File: src/rcl_map.svh
// rcl_map.svh: offsets, field positions, reset values and timing counts
// assumes: included by bare name from the design files of the block
`ifndef RCL_MAP_SVH
`define RCL_MAP_SVH

// clock period and reset pulse classification
`define RCL_CLK_NS 40
`define RCL_FULL_RST_NS 1200
`define RCL_FULL_CYC ((`RCL_FULL_RST_NS + `RCL_CLK_NS - 1) / `RCL_CLK_NS)
`define RCL_CNT_W 5

// register byte offsets, config reset value and write mask
`define RCL_ADDR_STATUS 12'h000
`define RCL_ADDR_CONFIG 12'h004
`define RCL_CONFIG_RST 32'h0000_0000
`define RCL_CONFIG_MASK 32'h0000_07FF

// config register fields
`define RCL_CF_OS 2:0
`define RCL_CF_CHK 3
`define RCL_CF_BURST 4
`define RCL_CF_SEQ 5
`define RCL_CF_CHAN 8:6
`define RCL_CF_RANGE 10:9

// sync chain
`define RCL_SYNC_W 15
`define RCL_SYNC_RST 15'h0000

`endif

File: src/rcl_pkg.sv
// rcl_pkg: types shared by the reset configuration latch modules
// assumes: nothing beyond a SystemVerilog compiler
package rcl_pkg;

    typedef logic [2:0] rcl_os_type;
    typedef logic [1:0] rcl_range_type;

    // gray path: run -> low -> shutdown
    typedef enum logic [1:0] {
        RCL_ST_RUN = 2'b00,
        RCL_ST_LOW = 2'b01,
        RCL_ST_SHUT = 2'b11
    } rcl_state_type;

endpackage

File: src/rcl_reset_if.sv
// rcl_reset_if: reset pulse events from the timer to the latch core
// assumes: one clock domain, driven by rcl_reset_timer only
`timescale 1ns/100ps
`default_nettype none

interface rcl_reset_if;
    logic in_reset;
    logic shutdown;
    logic full_rel;
    logic part_rel;

    modport timer (
        output in_reset,
        output shutdown,
        output full_rel,
        output part_rel
    );

    modport core (
        input in_reset,
        input shutdown,
        input full_rel,
        input part_rel
    );
endinterface

`default_nettype wire

File: src/rcl_pin_sync.sv
// rcl_pin_sync: three-stage synchroniser for asynchronous pins
// assumes: output only moves when stages two and three agree
`timescale 1ns/100ps
`default_nettype none

module rcl_pin_sync #(
    parameter int WIDTH = 1,
    parameter logic [WIDTH-1:0] RST_VAL = '0
) (
    // clock and reset
    input wire logic hclk,
    input wire logic hresetn,
    // pins in, clean levels out
    input wire logic [WIDTH-1:0] pin_in,
    output logic [WIDTH-1:0] pin_out
);
    genvar i;

    generate
        for (i = 0; i < WIDTH; i++)
        begin : g_bit
            logic s1_q;
            logic s2_q;
            logic s3_q;

            // stage one feeds stage two and nothing else
            always_ff @(posedge hclk or negedge hresetn)
            begin
                if (!hresetn)
                begin
                    s1_q <= RST_VAL[i];
                    s2_q <= RST_VAL[i];
                    s3_q <= RST_VAL[i];
                    pin_out[i] <= RST_VAL[i];
                end
                else
                begin
                    s1_q <= pin_in[i];
                    s2_q <= s1_q;
                    s3_q <= s2_q;
                    if (s2_q == s3_q)
                        pin_out[i] <= s3_q;
                end
            end
        end
    endgenerate
endmodule // rcl_pin_sync

`default_nettype wire

File: src/rcl_reset_timer.sv
// rcl_reset_timer: measures the low time of the reset pin
// assumes: pin_n is already synchronised to hclk
`timescale 1ns/100ps
`default_nettype none
`include "rcl_map.svh"

module rcl_reset_timer (
    // clock and reset
    input wire logic hclk,
    input wire logic hresetn,
    // synchronised reset pin level
    input wire logic pin_n,
    // classified events
    rcl_reset_if.timer evt
);
    import rcl_pkg::*;

    localparam logic [`RCL_CNT_W-1:0] FULL_LAST =
        `RCL_CNT_W'(`RCL_FULL_CYC - 1);

    rcl_state_type state_q;
    logic [`RCL_CNT_W-1:0] cnt_q;
    logic full_q;
    logic part_q;

    // power-up counts as a full reset, so the first release latches straps
    always_ff @(posedge hclk or negedge hresetn)
    begin
        if (!hresetn)
        begin
            state_q <= RCL_ST_SHUT;
            cnt_q <= '0;
            full_q <= 1'b0;
            part_q <= 1'b0;
        end
        else
        begin
            full_q <= 1'b0;
            part_q <= 1'b0;
            case (state_q)
                RCL_ST_RUN:
                    if (!pin_n)
                    begin
                        state_q <= RCL_ST_LOW;
                        cnt_q <= `RCL_CNT_W'(1);
                    end
                RCL_ST_LOW:
                    if (pin_n)
                    begin
                        state_q <= RCL_ST_RUN;
                        part_q <= 1'b1;
                    end
                    else if (cnt_q >= FULL_LAST)
                        state_q <= RCL_ST_SHUT;
                    else
                        cnt_q <= cnt_q + `RCL_CNT_W'(1);
                RCL_ST_SHUT:
                    if (pin_n)
                    begin
                        state_q <= RCL_ST_RUN;
                        full_q <= 1'b1;
                    end
                default:
                    state_q <= RCL_ST_SHUT;
            endcase
        end
    end

    assign evt.in_reset = (state_q != RCL_ST_RUN);
    assign evt.shutdown = (state_q == RCL_ST_SHUT);
    assign evt.full_rel = full_q;
    assign evt.part_rel = part_q;
endmodule // rcl_reset_timer

`default_nettype wire

File: src/reset_config_latch.sv
// reset_config_latch: strap capture at reset release, with ahb-lite access
// assumes: ahb-lite master on hclk, strap pins and reset pin asynchronous,
// conv_busy comes from conversion logic on hclk
//
// Contract
// - mode is decided from range/mode pins at full reset release.
// - range/mode value 00 means software mode, else hardware with range.
// - in software mode later range/mode pin changes are ignored.
// - latched mode holds until the next full reset.
// - hardware mode refuses all config register accesses; status reads are still answered.
// - software mode takes interface, single-output and reference from pins, rest registers.
// - reference pin high enables internal reference, low selects external.
// - reference pin changes are ignored after latching.
// - interface pin low selects parallel, high selects serial.
// - serial interface also latches the single-output select pin.
// - interface and single-output pins are ignored after latching.
// - hardware mode latches checksum, burst, sequencer, oversampling pins.
// - reference, mode, interface, single-output pins latch in both modes.
// - hardware mode samples channel pair pins at any reset release.
// - in hardware mode channel pair pins are sampled while busy is high.
// - hardware range follows range pins at once; software ignores them.
// - feature availability depends on mode and interface type.
// - a low pulse of 1.2 us or more is a full reset.
// - a shorter low pulse is partial and keeps configuration.
`timescale 1ns/100ps
`default_nettype none
`include "rcl_map.svh"

module reset_config_latch (
    // clock and bus reset
    input wire logic hclk,
    input wire logic hresetn,
    // ahb-lite slave
    input wire logic hsel,
    input wire logic [31:0] haddr,
    input wire logic [1:0] htrans,
    input wire logic hwrite,
    input wire logic [2:0] hsize,
    input wire logic hready,
    input wire logic [31:0] hwdata,
    output logic [31:0] hrdata,
    output logic hreadyout,
    output logic hresp,
    // device pins
    input wire logic reset_pin_n,
    input wire logic [1:0] range_mode_select_pins,
    input wire logic reference_source_select,
    input wire logic interface_type_select,
    input wire logic single_output_serial_select,
    input wire logic checksum_enable_pin,
    input wire logic burst_enable_pin,
    input wire logic sequencer_enable_pin,
    input wire logic [2:0] oversampling_ratio_pins,
    input wire logic [2:0] channel_pair_select_pins,
    // conversion logic
    input wire logic conv_busy,
    // configuration outputs
    output logic config_valid,
    output logic software_mode,
    output logic internal_ref_en,
    output logic serial_if_en,
    output logic single_output_serial,
    output logic checksum_en,
    output logic burst_en,
    output logic sequencer_en,
    output rcl_pkg::rcl_os_type os_ratio,
    output logic [2:0] channel_pair,
    output rcl_pkg::rcl_range_type input_range,
    output logic sw_features_en,
    output logic conv_reset_pulse,
    output logic register_access_en
);
    import rcl_pkg::*;

    // zero range code selects software mode; used at latch and range tracking
    function automatic logic is_sw_code(input rcl_range_type code);
        is_sw_code = (code == 2'b00);
    endfunction

    logic [`RCL_SYNC_W-1:0] raw_pins;
    logic [`RCL_SYNC_W-1:0] syn_pins;
    logic s_pin_n;
    rcl_range_type s_rng;
    logic s_ref;
    logic s_ser;
    logic s_one;
    logic s_chk;
    logic s_burst;
    logic s_seq;
    rcl_os_type s_os;
    logic [2:0] s_chan;

    rcl_reset_if rst_if ();

    assign raw_pins = {reset_pin_n, range_mode_select_pins,
                       reference_source_select, interface_type_select,
                       single_output_serial_select, checksum_enable_pin,
                       burst_enable_pin, sequencer_enable_pin,
                       oversampling_ratio_pins, channel_pair_select_pins};

    // all pins pass the three-stage chain before any capture
    rcl_pin_sync #(
        .WIDTH(`RCL_SYNC_W),
        .RST_VAL(`RCL_SYNC_RST)
    ) u_sync (
        .hclk(hclk),
        .hresetn(hresetn),
        .pin_in(raw_pins),
        .pin_out(syn_pins)
    );

    assign {s_pin_n, s_rng, s_ref, s_ser, s_one, s_chk, s_burst, s_seq,
            s_os, s_chan} = syn_pins;

    rcl_reset_timer u_timer (
        .hclk(hclk),
        .hresetn(hresetn),
        .pin_n(s_pin_n),
        .evt(rst_if.timer)
    );

    // latched straps
    logic valid_q;
    logic sw_q;
    logic ref_q;
    logic ser_q;
    logic one_q;
    logic hw_chk_q;
    logic hw_burst_q;
    logic hw_seq_q;
    rcl_os_type hw_os_q;
    rcl_range_type hw_rng_q;
    logic [2:0] hw_chan_q;
    logic [31:0] cfg_q;
    logic acc_en;

    // mode, reference and interface: only a full release updates them
    always_ff @(posedge hclk or negedge hresetn)
    begin
        if (!hresetn)
        begin
            valid_q <= 1'b0;
            sw_q <= 1'b0;
            ref_q <= 1'b0;
            ser_q <= 1'b0;
            one_q <= 1'b0;
        end
        else if (rst_if.full_rel)
        begin
            valid_q <= 1'b1;
            sw_q <= is_sw_code(s_rng);
            ref_q <= s_ref;
            ser_q <= s_ser;
            one_q <= s_ser & s_one;
        end
        else if (rst_if.shutdown)
            valid_q <= 1'b0;
    end

    // hardware-only straps; cleared when software mode is latched
    always_ff @(posedge hclk or negedge hresetn)
    begin
        if (!hresetn)
        begin
            hw_chk_q <= 1'b0;
            hw_burst_q <= 1'b0;
            hw_seq_q <= 1'b0;
            hw_os_q <= '0;
        end
        else if (rst_if.full_rel)
        begin
            if (is_sw_code(s_rng))
            begin
                hw_chk_q <= 1'b0;
                hw_burst_q <= 1'b0;
                hw_seq_q <= 1'b0;
                hw_os_q <= '0;
            end
            else
            begin
                hw_chk_q <= s_chk;
                hw_burst_q <= s_burst;
                hw_seq_q <= s_seq;
                hw_os_q <= s_os;
            end
        end
    end

    // range pins are live in hardware mode; a zero code is never a range
    always_ff @(posedge hclk or negedge hresetn)
    begin
        if (!hresetn)
            hw_rng_q <= 2'b01;
        else if (rst_if.full_rel && !is_sw_code(s_rng))
            hw_rng_q <= s_rng;
        else if (valid_q && !sw_q && !is_sw_code(s_rng))
            hw_rng_q <= s_rng;
    end

    // channel pair: in hardware mode taken at any release, then while busy is high
    always_ff @(posedge hclk or negedge hresetn)
    begin
        if (!hresetn)
            hw_chan_q <= '0;
        else if (rst_if.full_rel && !is_sw_code(s_rng))
            hw_chan_q <= s_chan;
        else if (rst_if.part_rel && valid_q && !sw_q)
            hw_chan_q <= s_chan;
        else if (valid_q && !sw_q && !rst_if.in_reset && conv_busy)
            hw_chan_q <= s_chan;
    end

    // ahb-lite address phase capture
    logic ph_act_q;
    logic ph_wr_q;
    logic [11:0] ph_addr_q;
    logic [31:0] rd_d;
    logic [31:0] rd_q;
    logic [31:0] status;

    assign acc_en = valid_q & sw_q & ~rst_if.in_reset;

    always_ff @(posedge hclk or negedge hresetn)
    begin
        if (!hresetn)
        begin
            ph_act_q <= 1'b0;
            ph_wr_q <= 1'b0;
            ph_addr_q <= '0;
        end
        else if (hsel && hready && htrans[1])
        begin
            ph_act_q <= 1'b1;
            ph_wr_q <= hwrite & (hsize == 3'h2);
            ph_addr_q <= haddr[11:0];
        end
        else
            ph_act_q <= 1'b0;
    end

    assign status = {15'h0000, rst_if.in_reset, valid_q, input_range,
                     channel_pair, os_ratio, sequencer_en, burst_en,
                     checksum_en, single_output_serial, serial_if_en,
                     internal_ref_en, sw_q};

    // refused config reads return zero rather than stale values
    always_comb
    begin
        rd_d = 32'h0000_0000;
        case (haddr[11:0])
            `RCL_ADDR_STATUS: rd_d = status;
            `RCL_ADDR_CONFIG:
                if (acc_en)
                    rd_d = cfg_q;
            default: rd_d = 32'h0000_0000;
        endcase
    end

    always_ff @(posedge hclk or negedge hresetn)
    begin
        if (!hresetn)
            rd_q <= 32'h0000_0000;
        else if (hsel && hready && htrans[1] && !hwrite)
            rd_q <= rd_d;
    end

    // a full release clears the software settings before any new write
    always_ff @(posedge hclk or negedge hresetn)
    begin
        if (!hresetn)
            cfg_q <= `RCL_CONFIG_RST;
        else if (rst_if.full_rel)
            cfg_q <= `RCL_CONFIG_RST;
        else if (ph_act_q && ph_wr_q && acc_en &&
                 ph_addr_q == `RCL_ADDR_CONFIG)
            cfg_q <= hwdata & `RCL_CONFIG_MASK;
    end

    assign hrdata = rd_q;
    assign hreadyout = 1'b1;
    assign hresp = 1'b0;

    // effective configuration, registered for glitch-free outputs
    logic hw_par;
    logic out_chk_d;
    logic out_burst_d;
    logic out_seq_d;
    rcl_os_type out_os_d;
    logic [2:0] out_chan_d;
    rcl_range_type out_rng_d;

    assign hw_par = ~sw_q & ~ser_q;

    always_comb
    begin
        if (sw_q)
        begin
            out_chk_d = cfg_q[`RCL_CF_CHK];
            out_burst_d = cfg_q[`RCL_CF_BURST];
            out_seq_d = cfg_q[`RCL_CF_SEQ];
            out_os_d = cfg_q[`RCL_CF_OS];
            out_chan_d = cfg_q[`RCL_CF_CHAN];
            out_rng_d = cfg_q[`RCL_CF_RANGE];
        end
        else
        begin
            // parallel hardware mode has no oversampling and no checksum
            out_chk_d = hw_chk_q & ~hw_par;
            out_burst_d = hw_burst_q;
            out_seq_d = hw_seq_q;
            out_os_d = hw_par ? 3'h0 : hw_os_q;
            out_chan_d = hw_chan_q;
            out_rng_d = hw_rng_q;
        end
    end

    always_ff @(posedge hclk or negedge hresetn)
    begin
        if (!hresetn)
        begin
            config_valid <= 1'b0;
            software_mode <= 1'b0;
            internal_ref_en <= 1'b0;
            serial_if_en <= 1'b0;
            single_output_serial <= 1'b0;
            checksum_en <= 1'b0;
            burst_en <= 1'b0;
            sequencer_en <= 1'b0;
            os_ratio <= '0;
            channel_pair <= '0;
            input_range <= '0;
            sw_features_en <= 1'b0;
            register_access_en <= 1'b0;
            conv_reset_pulse <= 1'b0;
        end
        else
        begin
            config_valid <= valid_q;
            software_mode <= sw_q;
            internal_ref_en <= ref_q;
            serial_if_en <= ser_q;
            single_output_serial <= one_q & ser_q;
            checksum_en <= valid_q & out_chk_d;
            burst_en <= valid_q & out_burst_d;
            sequencer_en <= valid_q & out_seq_d;
            os_ratio <= valid_q ? out_os_d : 3'h0;
            channel_pair <= out_chan_d;
            input_range <= out_rng_d;
            sw_features_en <= valid_q & sw_q;
            register_access_en <= acc_en;
            conv_reset_pulse <= rst_if.full_rel | rst_if.part_rel;
        end
    end
endmodule // reset_config_latch

`default_nettype wire

File: config.mk
export PLATFORM = sky130hd
export DESIGN_NAME = reset_config_latch
export DESIGN_NICKNAME = d
export VERILOG_FILES = /design/src/rcl_pkg.sv /design/src/rcl_reset_if.sv /design/src/rcl_pin_sync.sv /design/src/rcl_reset_timer.sv /design/src/reset_config_latch.sv
export VERILOG_INCLUDE_DIRS = /design/src
export SDC_FILE = /design/constraint.sdc
export NUM_CORES = 1
export LEC_CHECK = 0
export BUFFER_PORTS_ARGS = -buffer_cell sky130_fd_sc_hd__buf_2
export CAP_MARGIN = 20
export CORE_ASPECT_RATIO = 1.25
export CORE_MARGIN = 2
export CORE_UTILIZATION = 45
export DETAILED_ROUTE_END_ITERATION = 7
export PLACE_DENSITY = 0.7
export SYNTH_ARGS = -nofsm -noshare
export SYNTH_HDL_FRONTEND = slang
export SYNTH_HIERARCHICAL = 1
export SYNTH_SLANG_ARGS = --single-unit
File: constraint.sdc
create_clock -name hclk -period 3.5 [get_ports hclk]
set_input_delay 0.7 -clock hclk [delete_from_list [all_inputs] [get_ports hclk]]
set_output_delay 0.7 -clock hclk [all_outputs]
set_load 0.01 [all_outputs]
---- Word-level counts from Yosys, hierarchy flattened ----
Index checks and enable logic that the tools add are counted.
operators by class
  $add $sub $neg .......................... 1
  order comparisons ....................... 1
  equal/unequal tests ..................... 25
  mux-type cells .......................... 36
  bitwise logic cells ..................... 15
  reductions and logical operators ........ 28
operators by type and width
  operator                                        count
  2-to-1 mux 32 bit                               3
  one-hot mux 32 bit (2 select lines)             1
  == test 12 x 3 -> 1 bit, second input constant  2
  2-to-1 mux 3 bit                                8
  == test 1 bit                                   15
  2-to-1 mux 5 bit                                3
  2-to-1 mux 2 bit                                7
  logical AND 1 bit                               13
  logical NOT 12 bit                              1
  2-to-1 mux 1 bit                                12
  AND 1 bit                                       10
  one-hot mux 5 bit (2 select lines)              1
  nonzero test 2 bit                              5
  != test 2 bit, second input constant            3
  one-hot mux 2 bit (3 select lines)              1
  adder 5 x 1 -> 5 bit, second input constant     1
  >= comparator 5 bit, second input constant      1
  logical NOT 1 bit                               4
  logical NOT 2 bit                               2
  NOT 1 bit                                       4
  AND reduction 4 bit                             1
  == test 3 x 2 -> 1 bit, second input constant   1
  != test 3 x 2 -> 1 bit, second input constant   1
  AND reduction 3 bit                             1
  5 further kinds                                 5
word-level totals
  flip-flop bits (word level) ............. 182
  input port bits ......................... 90
  output and inout bits ................... 53
  logic and storage cells ................. 200

---- Longest topological paths before layout ----
Gate-level depths: netlist (run 1).
  word-level depth ........................ 7
  gate-level depth with buffers ........... 7
  depth with buffers taken out ............ 6

---- Hierarchy ----
Netlist (run 1), hierarchy kept.
modules (own cells, without submodules)
  module              times used  cells each  area an instance (um^2)  seq. area each (um^2)
  reset_config_latch  1           269         3285.7                   1928.1
  rcl_pin_sync        1           75          1670.4                   1501.4
  rcl_reset_timer     1           43          471.7                    227.7

---- Worst setup path before layout (run 1) ----
No wires, ideal clock.
  path type ............................... in2reg
  from .................................... input port htrans[1]
  to ...................................... register rd_q[1], in the netlist hrdata[1]
  arrival time ............................ 1.543 ns
  slack ................................... 1.830 ns
  cell stages on the path ................. 5
  buffers on the path ..................... 1
  cells stage by stage .................... and4b_1 -> nand4_2 -> nor2_1 -> buf_4 -> a221o_2
between the ends
  word-level cells in the longest chain between the ends .. 2
ends and longest elaborated chain
  element                          RTL line                   text
  from (decl)                      reset_config_latch.sv:36   input wire logic [1:0] htrans,
  logical AND 1 bit (2 in series)  reset_config_latch.sv:263  else if (hsel && hready && htrans[1] && !hwrite)
  to (signal assigned)             reset_config_latch.sv:264  rd_q <= rd_d;
  to (decl)                        reset_config_latch.sv:218  logic [31:0] rd_q;
Every way passes these cells.
A chain may end at the register's enable or synchronous reset.

---- Worst setup path after layout (run 1) ----
  from .................................... register sw_q
  to ...................................... register rd_q[3], in the netlist hrdata[3]
between the ends
  word-level cells in the longest chain between the ends .. 4
ends and longest elaborated chain
  element                              RTL line                   text
  from (decl)                          reset_config_latch.sv:124  logic sw_q;
  from (signal assigned)               reset_config_latch.sv:151  sw_q <= is_sw_code(s_rng);
  AND 1 bit (2 in series)              reset_config_latch.sv:221  assign acc_en = valid_q & sw_q & ~rst_if.in_reset;
  via acc_en                           reset_config_latch.sv:135  logic acc_en;
  2-to-1 mux 32 bit                    reset_config_latch.sv:253  if (acc_en)
  one-hot mux 32 bit (2 select lines)  reset_config_latch.sv:250  case (haddr[11:0])
The timed path passes the listed nets, and every way through them passes these cells.

==> results of run 1 <==
## registers in the layout (all words and copies together), names as in the netlist, 2 cells and up
register and flops:
hw_rng_q 2, u_sync/pin_out 15, hrdata 17, u_sync/g_bit.s3_q 15, u_sync/g_bit.s1_q 15, os_ratio 3
u_sync/g_bit.s2_q 15, hw_os_q 3, hw_chan_q 3, cfg_q 11, input_range 2, u_timer/state_q 2
u_timer/cnt_q 5, channel_pair 3, ph_addr_q 12
## power groups by stage
stage / Clock, mW / Combinational [mW] / Sequential (mW)
finish: 1.98 / 0.224 / 1.86
global route: 2.10 / 0.252 / 1.87
CTS: 2.02 / 0.229 / 1.86
detailed placement: 0 / 0.228 / 1.89
global placement: 0 / 0.212 / 1.88
floorplan: 0 / 0.147 / 1.87
## worst max-delay path by stage
stage          depth (start not counted)             start  slack, ps                    end
6_report                               4  sw_q$_DFFE_PN0P_       1380  hrdata[3]$_DFFE_PN0P_
3_5_place_dp                           6            hwrite       1120  hrdata[3]$_DFFE_PN0P_
2_1_floorplan                          5         htrans[1]       1830  hrdata[1]$_DFFE_PN0P_
3_3_place_gp                           6            hwrite       1170  hrdata[3]$_DFFE_PN0P_
5_1_grt                                4  sw_q$_DFFE_PN0P_       1240  hrdata[3]$_DFFE_PN0P_
4_1_cts                                4  sw_q$_DFFE_PN0P_       1350  hrdata[3]$_DFFE_PN0P_
## critical path, cell delays in order, from the launching register on
cell and delay [ps]:
dfrtp_1 780, and3b_4 340, nand2_1 60, nor2_1 590
a221o_2 290
## synth_stat cells (all sizes together) (3+ instances only)
cell / instances / area [um^2]
dfrtp: 143 / 3578
buf: 24 / 180.2
mux2: 23 / 259.0
o21ai: 22 / 113.9
nor2b: 20 / 125.1
maj3: 15 / 168.9
nand2: 15 / 56.30
nand3: 15 / 80.08
a221o: 12 / 127.6
inv: 12 / 45.04
a21oi: 11 / 55.05
clkbuf: 9 / 35.03
nor2: 8 / 45.04
a22o: 6 / 52.55
o22ai: 6 / 37.54
a22oi: 4 / 30.03
and2: 4 / 25.02
nor4: 4 / 46.29
dfstp: 3 / 78.83
or2: 3 / 18.77
## area by class of cell
cell class / count / area (um^2) / share of cell area [%]
Timing Repair Buffer: 85 / 449.2 / 6.826
Multi-Input combinational cell: 211 / 1567 / 23.81
Clock buffer: 22 / 484.2 / 7.359
Sequential cell: 146 / 3657 / 55.58
Tap cell: 161 / 201.4 / 3.061
Inverter: 12 / 45.04 / 0.6845
Clock inverter: 9 / 176.4 / 2.681
## metrics by stage
| stage | util, % | worst slack, ps | instance area, um^2 | power (mW) |
|---|---|---|---|---|
| detailed placement | 50.72 | 1116 | 5919 | 2.118 |
| global placement | 50.72 | 1167 | 5919 | 2.094 |
| floorplan | - | 1830 | 5484 | 2.016 |
| CTS | 56.38 | 1353 | 6580 | 4.113 |
| finish | 56.38 | 1377 | 6580 | 4.061 |
| global route | 56.38 | 1243 | 6580 | 4.224 |
## logic make-up after synthesis
group | count (synthesis) | share of synthesized area, %
AOI/OAI and AO/OA | 68 | 8.783
adders and majority gates | 17 | 3.573
buffers and inverters | 45 | 4.795
DFF | 146 | 67.38
muxes | 25 | 5.141
other | 2 | 0.1384
and+or+nand+nor | 84 | 10.19
## routing by layer
layer	wire length, um	vias up
li1	-	1505
met1	4112	1570
met2	4693	109
met3	531	21
met4	217	0
met5	0	-
==> flow_summary.toml, run 1 <==
[drt]
viasPerCell = 4.961
avgRoutedWirePerCell_um = 14.79
drtIter0Drc = 211
drc = 0
drtPass1Iterations = 4
drtAntennaViolNets = 0
drt_wl_total_mm = 9.555
vias = 3205

[power]
intPower_mw = 3.224
powerDensity_mw_per_mm2 = 617.2
p_comb_share_pct = 5.5
switching_power_mw = 0.8369
leakagePower_nw = 3.105
power_frac_clock_pct = 48.7
swShare_pct = 20.61
ir_worst_vdd_mv = 0.3085
seqPwrFrac_pct = 45.8

[clock_network]
cts-buffers-inserted = 17
post_cts_buffers = 0
root_buffer = "clkbuf_16"
cts.clk_slew.worst_paths_ps = 60
cts_buffer_depth = 2
cts.htree.levels = 4
cts_tree = "yes"
cts_sinks = 146
clock_latency_ps = 410
postCtsHoldBufs = 0
post_cts_resized = 0

[finish]
areaGrowthSynthToFinish_pct = 21.23
layout_common_cells = "dfrtp_1 (143), buf_2 (82), mux2_2 (23)"
n_antenna_cell = 0
drive_gt1_share_pct = 36.49
final_cell_count_no_fill = 646
fillers = 951
final_common_cell = "dfrtp_1"
fin_nets = 565

[placed_design]
dp_hpwl_mm = 6.555
place_congestion = 0.7823
place.port_buffers = 83
dp_cells = 615

[grt]
grt_start_max_net_pins = 93
grtUsageMet2_pct = 25.70
grt.busiest_layer = "met2"
grt.total_usage_pct = 15.72
grt.met3_usage_pct = 5.124
grt_pass1_wl_mm = 15.70
met1_usage_pct = 19.09
antenna_found_initial = 0
grt-ovfl-total = 0
grt_pass1_vias = 3334

[synthesis]
synth_warnings = 6
synth_cell_types = 51
avgSynthCellArea_um2 = 14.03
synth_flop_cell = "dfrtp_1"
syn_inst = 387
ys_async_sr_fraction_pct = 100.0
synth_area_mm2 = 0.005428
synth_seq_cells = 146
yosysSeqAreaShare_pct = 67.38
synth_edf_count = 0

[die]
die_h_um = 126.8
initial_utilization_pct = 46.51
die_area_mm2 = 0.01296
die_width_um = 102.2
row_count = 44
core-area_mm2 = 0.01167
ios = 143

[timing]
max_slew_margin_pct = 33.60
holdWs_ps = 336.4
final_hold_viol_count = 0
min_period_ps = 2123
fin_crit_sh_pct = 60.66
setup_tns_ps = 0
finalSetupViolCount = 0
rsz0062_at_grt = "no"
fmax_mhz = 471.0
skew_ps = 7.138
drv_slew = 0
tightest_slew_ps = 996.0

[setup_path]
critPathCaptureType = "flop"
path_max_fanout = 18
arrival_ps = 2470
reg2regPathDepth = 4
r2r_start = "sw_q$_DFFE_PN0P_"
start_kind = "flop"
worst_r2r_endpoint = "hrdata[3]$_DFFE_PN0P_"
critPathRequiredTime_ps = 3840
critPathKind = "flop to flop"
r2r_slack_ps = 1380

[min_path]
worstHoldPathType = "input port to async pin"

[status]
outcome = "finished clean"

[job]
maxCapViolCount = 0
Power figures use the tool's default switching activity.
==> inputs of run 2 (changes only) <==
==> constraint.sdc (replaced) <==
create_clock -name hclk -period 2.1 [get_ports hclk]
set_input_delay 0.42 -clock hclk [delete_from_list [all_inputs] [get_ports hclk]]
set_output_delay 0.42 -clock hclk [all_outputs]
set_load 0.01 [all_outputs]
==> run 2 against run 1 <==
First-iteration DRC count shrank 28%. Highest routed layer unchanged. Setup slack lost 1200 ps. Total power grew 63%. Critical path type unchanged. Critical path depth grew 2.
==> flow_summary.toml, run 2 (synthesis results as in run 1) <==
[finish]
areaGrowthSynthToFinish_pct = 21.58
drive_gt1_share_pct = 37.35
final_common_cell = "dfrtp_1"
largest_register_ffs = 17
n_antenna_cell = 0
fin_nets = 570
layout_common_cells = "dfrtp_1 (143), buf_2 (82), mux2_2 (23)"
final_cell_count_no_fill = 651
fin_area_mm2 = 0.006599

[timing]
tightest_slew_ps = 507.4
fmax_mhz = 517.1
rsz0062_at_grt = "no"
min_period_ps = 1934
fin_crit_sh_pct = 92.10
max_slew_margin_pct = 66.14
finalSetupViolCount = 0
skew_ps = 5.781
drv_slew = 0
setup_tns_ps = 0
final_hold_viol_count = 0

[die]
core-area_mm2 = 0.01167
die_h_um = 126.8
die_width_um = 102.2
row_count = 44
die_area_mm2 = 0.01296
initial_utilization_pct = 46.51
ios = 143

[setup_path]
arrival_ps = 2260
r2r_start = "u_timer/state_q[0]$_DFFE_PN1P_"
critPathRequiredTime_ps = 2430
start_kind = "flop"
critPathKind = "flop to flop"
critPathCaptureType = "flop"
crit_start = "u_timer/state_q[0]$_DFFE_PN1P_"
path_max_fanout = 11

[job]
maxCapViolCount = 0

[clock_network]
cts_tree = "yes"
cts_sinks = 146
root_buffer = "clkbuf_16"
cts_buffer_depth = 2
cts.clk_slew.worst_paths_ps = 60
cts-buffers-inserted = 17
cts.htree.levels = 4
clock_latency_ps = 410

[drt]
drc = 0
avgRoutedWirePerCell_um = 15.13
drt_wl_total_mm = 9.847
drtPass1Iterations = 4
drtIter0Drc = 151
viasPerCell = 5.051
vias = 3288
drtAntennaViolNets = 0

[grt]
grt.total_usage_pct = 16.45
grt_pass1_vias = 3310
grt_start_max_net_pins = 56
grt-ovfl-total = 0
grt_pass1_wl_mm = 16.25
antenna_found_initial = 0

[placed_design]
place.port_buffers = 83
dp_cells = 619
dp_hpwl_mm = 6.572
place_area_mm2 = 0.005962
place_congestion = 0.8096

[power]
power.total_mw = 6.611
powerDensity_mw_per_mm2 = 1002
ir_worst_vdd_mv = 0.4293
leakagePower_nw = 3.114

[min_path]
worstHoldPathType = "input port to flop"
hold_start = "channel_pair_select_pins[1]"

[status]
outcome = "finished clean"
run 2: timing repair:
item | 4_1_cts | 5_1_grt
hold buffers | 1 | 0
endpoints found under the hold margin | 45 | 0
buffers inserted | 0 | 0
resized for setup | 0 | 1
setup endpoints to repair | 0 | 11
run 2: final cells by class:
class	count	area (um^2)
Clock buffer	18	439.2
Clock inverter	13	185.2
Fill cell	959	5072
Inverter	12	45.04
Multi-Input combinational cell	211	1569
Sequential cell	146	3657
Tap cell	161	201.4
Timing Repair Buffer	90	501.7
run 2: worst max-delay path, stage by stage (launching register included):
cell,delay [ps]
dfstp_2,400
inv_1,200
nand2_1,140
and3b_4,350
and3_1,430
nand3_1,130
a21oi_1,190
run 2: path summary, 6_finish.rpt:
check | slack (ps) | end | depth (start not counted)
min in group asynchronous | 500 | ph_addr_q[10]$_DFFE_PN0N_ | 2
setup / recovery | 170 | cfg_q[1]$_DFFE_PN0P_ | 6
setup reg to reg | 170 | cfg_q[1]$_DFFE_PN0P_ | 6
hold / removal | 110 | u_sync/g_bit[1].s1_q$_DFF_PN0_ | 1
max in group asynchronous | 930 | u_timer/state_q[0]$_DFFE_PN1P_ | 3
hold reg to reg | 350 | u_sync/g_bit[13].s2_q$_DFF_PN0_ | 0
run 2: routing by layer:
metal  global-route usage [%]  vias up  part of all wire, %
met5                        0        -                    0
met4                    6.980        0                  1.8
met3                    5.014       17                  5.2
met2                    26.32      118                   49
met1                    20.68     1637                   45
li1                         -     1516                    -
run 2: stage by stage:
step / hold slack, ps / worst slack [ps] / utilization, %
final: 112.8 / 166.0 / 56.54
after detailed placement: 334.7 / 7.238 / 51.08
after global placement: 331.5 / 38.69 / 51.08
after global routing: 96.27 / 8.796 / 56.54
after CTS: 96.97 / 3.839 / 56.52
after floorplan: 124.4 / 449.2 / -
run 2: where the power goes:
group | switching [mW] | internal, mW
registers | 0.129 | 2.97
logic | 0.194 | 0.180
clock network | 1.12 | 2.01
==> inputs of run 3 (changes only) <==
--- a/config.mk
+++ b/config.mk
@@ -11,6 +11,7 @@
 export CORE_ASPECT_RATIO = 1.25
 export CORE_MARGIN = 2
 export CORE_UTILIZATION = 45
+export CTS_BUF_LIST = sky130_fd_sc_hd__clkbuf_16
 export DETAILED_ROUTE_END_ITERATION = 7
 export PLACE_DENSITY = 0.7
 export SYNTH_ARGS = -nofsm -noshare
==> run 3 against run 2 <==
Sequential share of layout area grew 0.084 points. Hold slack gained 1.5 ps. Setup slack lost 3.7 ps. First-iteration DRC count grew 6.6%. Maximum frequency shrank 0.19%. Critical path type unchanged. Critical endpoint unchanged. Largest cell class unchanged. Largest power group is now registers.
==> flow_summary.toml, run 3 (synthesis results as in run 1) <==
[status]
outcome = "finished clean"

[power]
powerDensity_mw_per_mm2 = 997.4
ir_worst_vdd_mv = 0.4435
leakagePower_nw = 3.108

[clock_network]
cts_sinks = 146
cts_buffer_depth = 2
cts.clk_slew.worst_paths_ps = 60
cts_tree = "yes"
cts-buffers-inserted = 17
root_buffer = "clkbuf_16"
cts.htree.levels = 4
clock_latency_ps = 410

[setup_path]
critPathKind = "flop to flop"
critPathCaptureType = "flop"
arrival_ps = 2260
critPathRequiredTime_ps = 2430
path_max_fanout = 11
start_kind = "flop"

[die]
die_width_um = 102.2
ios = 143
initial_utilization_pct = 46.51
row_count = 44
die_h_um = 126.8
core-area_mm2 = 0.01167
die_area_mm2 = 0.01296

[finish]
drive_gt1_share_pct = 37.14
layout_common_cells = "dfrtp_1 (143), buf_2 (82), mux2_2 (23)"
fin_nets = 570
largest_register_ffs = 17
final_common_cell = "dfrtp_1"
final_cell_count_no_fill = 651
n_antenna_cell = 0
areaGrowthSynthToFinish_pct = 21.39

[grt]
grt_pass1_vias = 3311
grt_start_max_net_pins = 56
grt.total_usage_pct = 16.41
grt_pass1_wl_mm = 16.22
antenna_found_initial = 0
grt-ovfl-total = 0

[drt]
drt_wl_total_mm = 9.822
avgRoutedWirePerCell_um = 15.09
viasPerCell = 5.009
vias = 3261
drc = 0
drtIter0Drc = 161
drtAntennaViolNets = 0
drtPass1Iterations = 5

[job]
maxCapViolCount = 0

[placed_design]
dp_hpwl_mm = 6.572
place.port_buffers = 83
place_congestion = 0.8096
pre_cts_slack_ps = 7.238
dp_cells = 619

[timing]
max_slew_margin_pct = 66.68
final.setup.worst_slack_ps = 162.3
fmax_mhz = 516.1
rsz0062_at_grt = "no"
setup_tns_ps = 0
drv_slew = 0
holdWs_ps = 114.2
finalSetupViolCount = 0
fin_crit_sh_pct = 92.27
skew_ps = 7.491
tightest_slew_ps = 499.2
min_period_ps = 1938
final_hold_viol_count = 0

[min_path]
worstHoldPathType = "input port to flop"
## run 3: cell types whose count changed in the layout (fill, tap and decap cells not counted)
cell,delta
clkinv_1,+1
clkbuf_8,-1
## run 3: area by class of cell
type	count	area [um^2]
clock buffers	17	425.4
well taps	161	201.4
clock inverters	14	188.9
flip-flops and latches	146	3657
repair buffers	90	501.7
multi-input cells	211	1569
fillers	953	5082
inverters	12	45.04
## run 3: path summary, 6_finish.rpt
| kind | from | endpoint | slack (ps) | depth (start not counted) |
|---|---|---|---|---|
| worst max-delay path | u_timer/state_q[0]$_DFFE_PN1P_ | cfg_q[1]$_DFFE_PN0P_ | 160 | 6 |
| worst min-delay path | oversampling_ratio_pins[0] | u_sync/g_bit[3].s1_q$_DFF_PN0_ | 110 | 1 |
| worst max register to register | u_timer/state_q[0]$_DFFE_PN1P_ | cfg_q[1]$_DFFE_PN0P_ | 160 | 6 |
| worst min register to register | u_sync/g_bit[13].s1_q$_DFF_PN0_ | u_sync/g_bit[13].s2_q$_DFF_PN0_ | 350 | 0 |
| max in group asynchronous | hresetn | u_timer/state_q[0]$_DFFE_PN1P_ | 920 | 3 |
| min in group asynchronous | hresetn | ph_addr_q[10]$_DFFE_PN0N_ | 500 | 2 |
## run 3: repair_timing
action,4_1_cts,5_1_grt
endpoints found under the setup margin,0,11
resized for setup,0,1
buffers inserted,0,0
hold buffers,1,0
endpoints found under the hold margin,45,0
## run 3: critical path, stage by stage (launching register included)
cell	delay [ps]
dfstp_2	400
inv_1	210
nand2_1	130
and3b_4	350
and3_1	440
nand3_1	140
a21oi_1	190
## run 3: through the flow
stage,total power [mW],instance area [um^2],util (%)
finish,6.571,6589,56.45
detailed placement,3.521,5962,51.08
global route,6.844,6589,56.45
global placement,3.495,5962,51.08
floorplan,3.361,5484,-
CTS,6.637,6586,56.43
## run 3: routing by layer
layer / global-route usage (%) / wire, um / vias to the layer above
met3: 5.179 / 486 / 11
met1: 20.56 / 4335 / 1641
met4: 6.980 / 122 / 0
met5: 0 / 0 / -
li1: - / - / 1510
met2: 26.20 / 4878 / 99
## run 3: power by group
group / switching, mW / total [mW] / leakage, nW / internal, mW
clock network: 1.12 / 3.10 / 0.297 / 1.98
registers: 0.128 / 3.10 / 1.80 / 2.97
logic: 0.195 / 0.375 / 1.01 / 0.180
total: 1.44 / 6.57 / 3.11 / 5.13
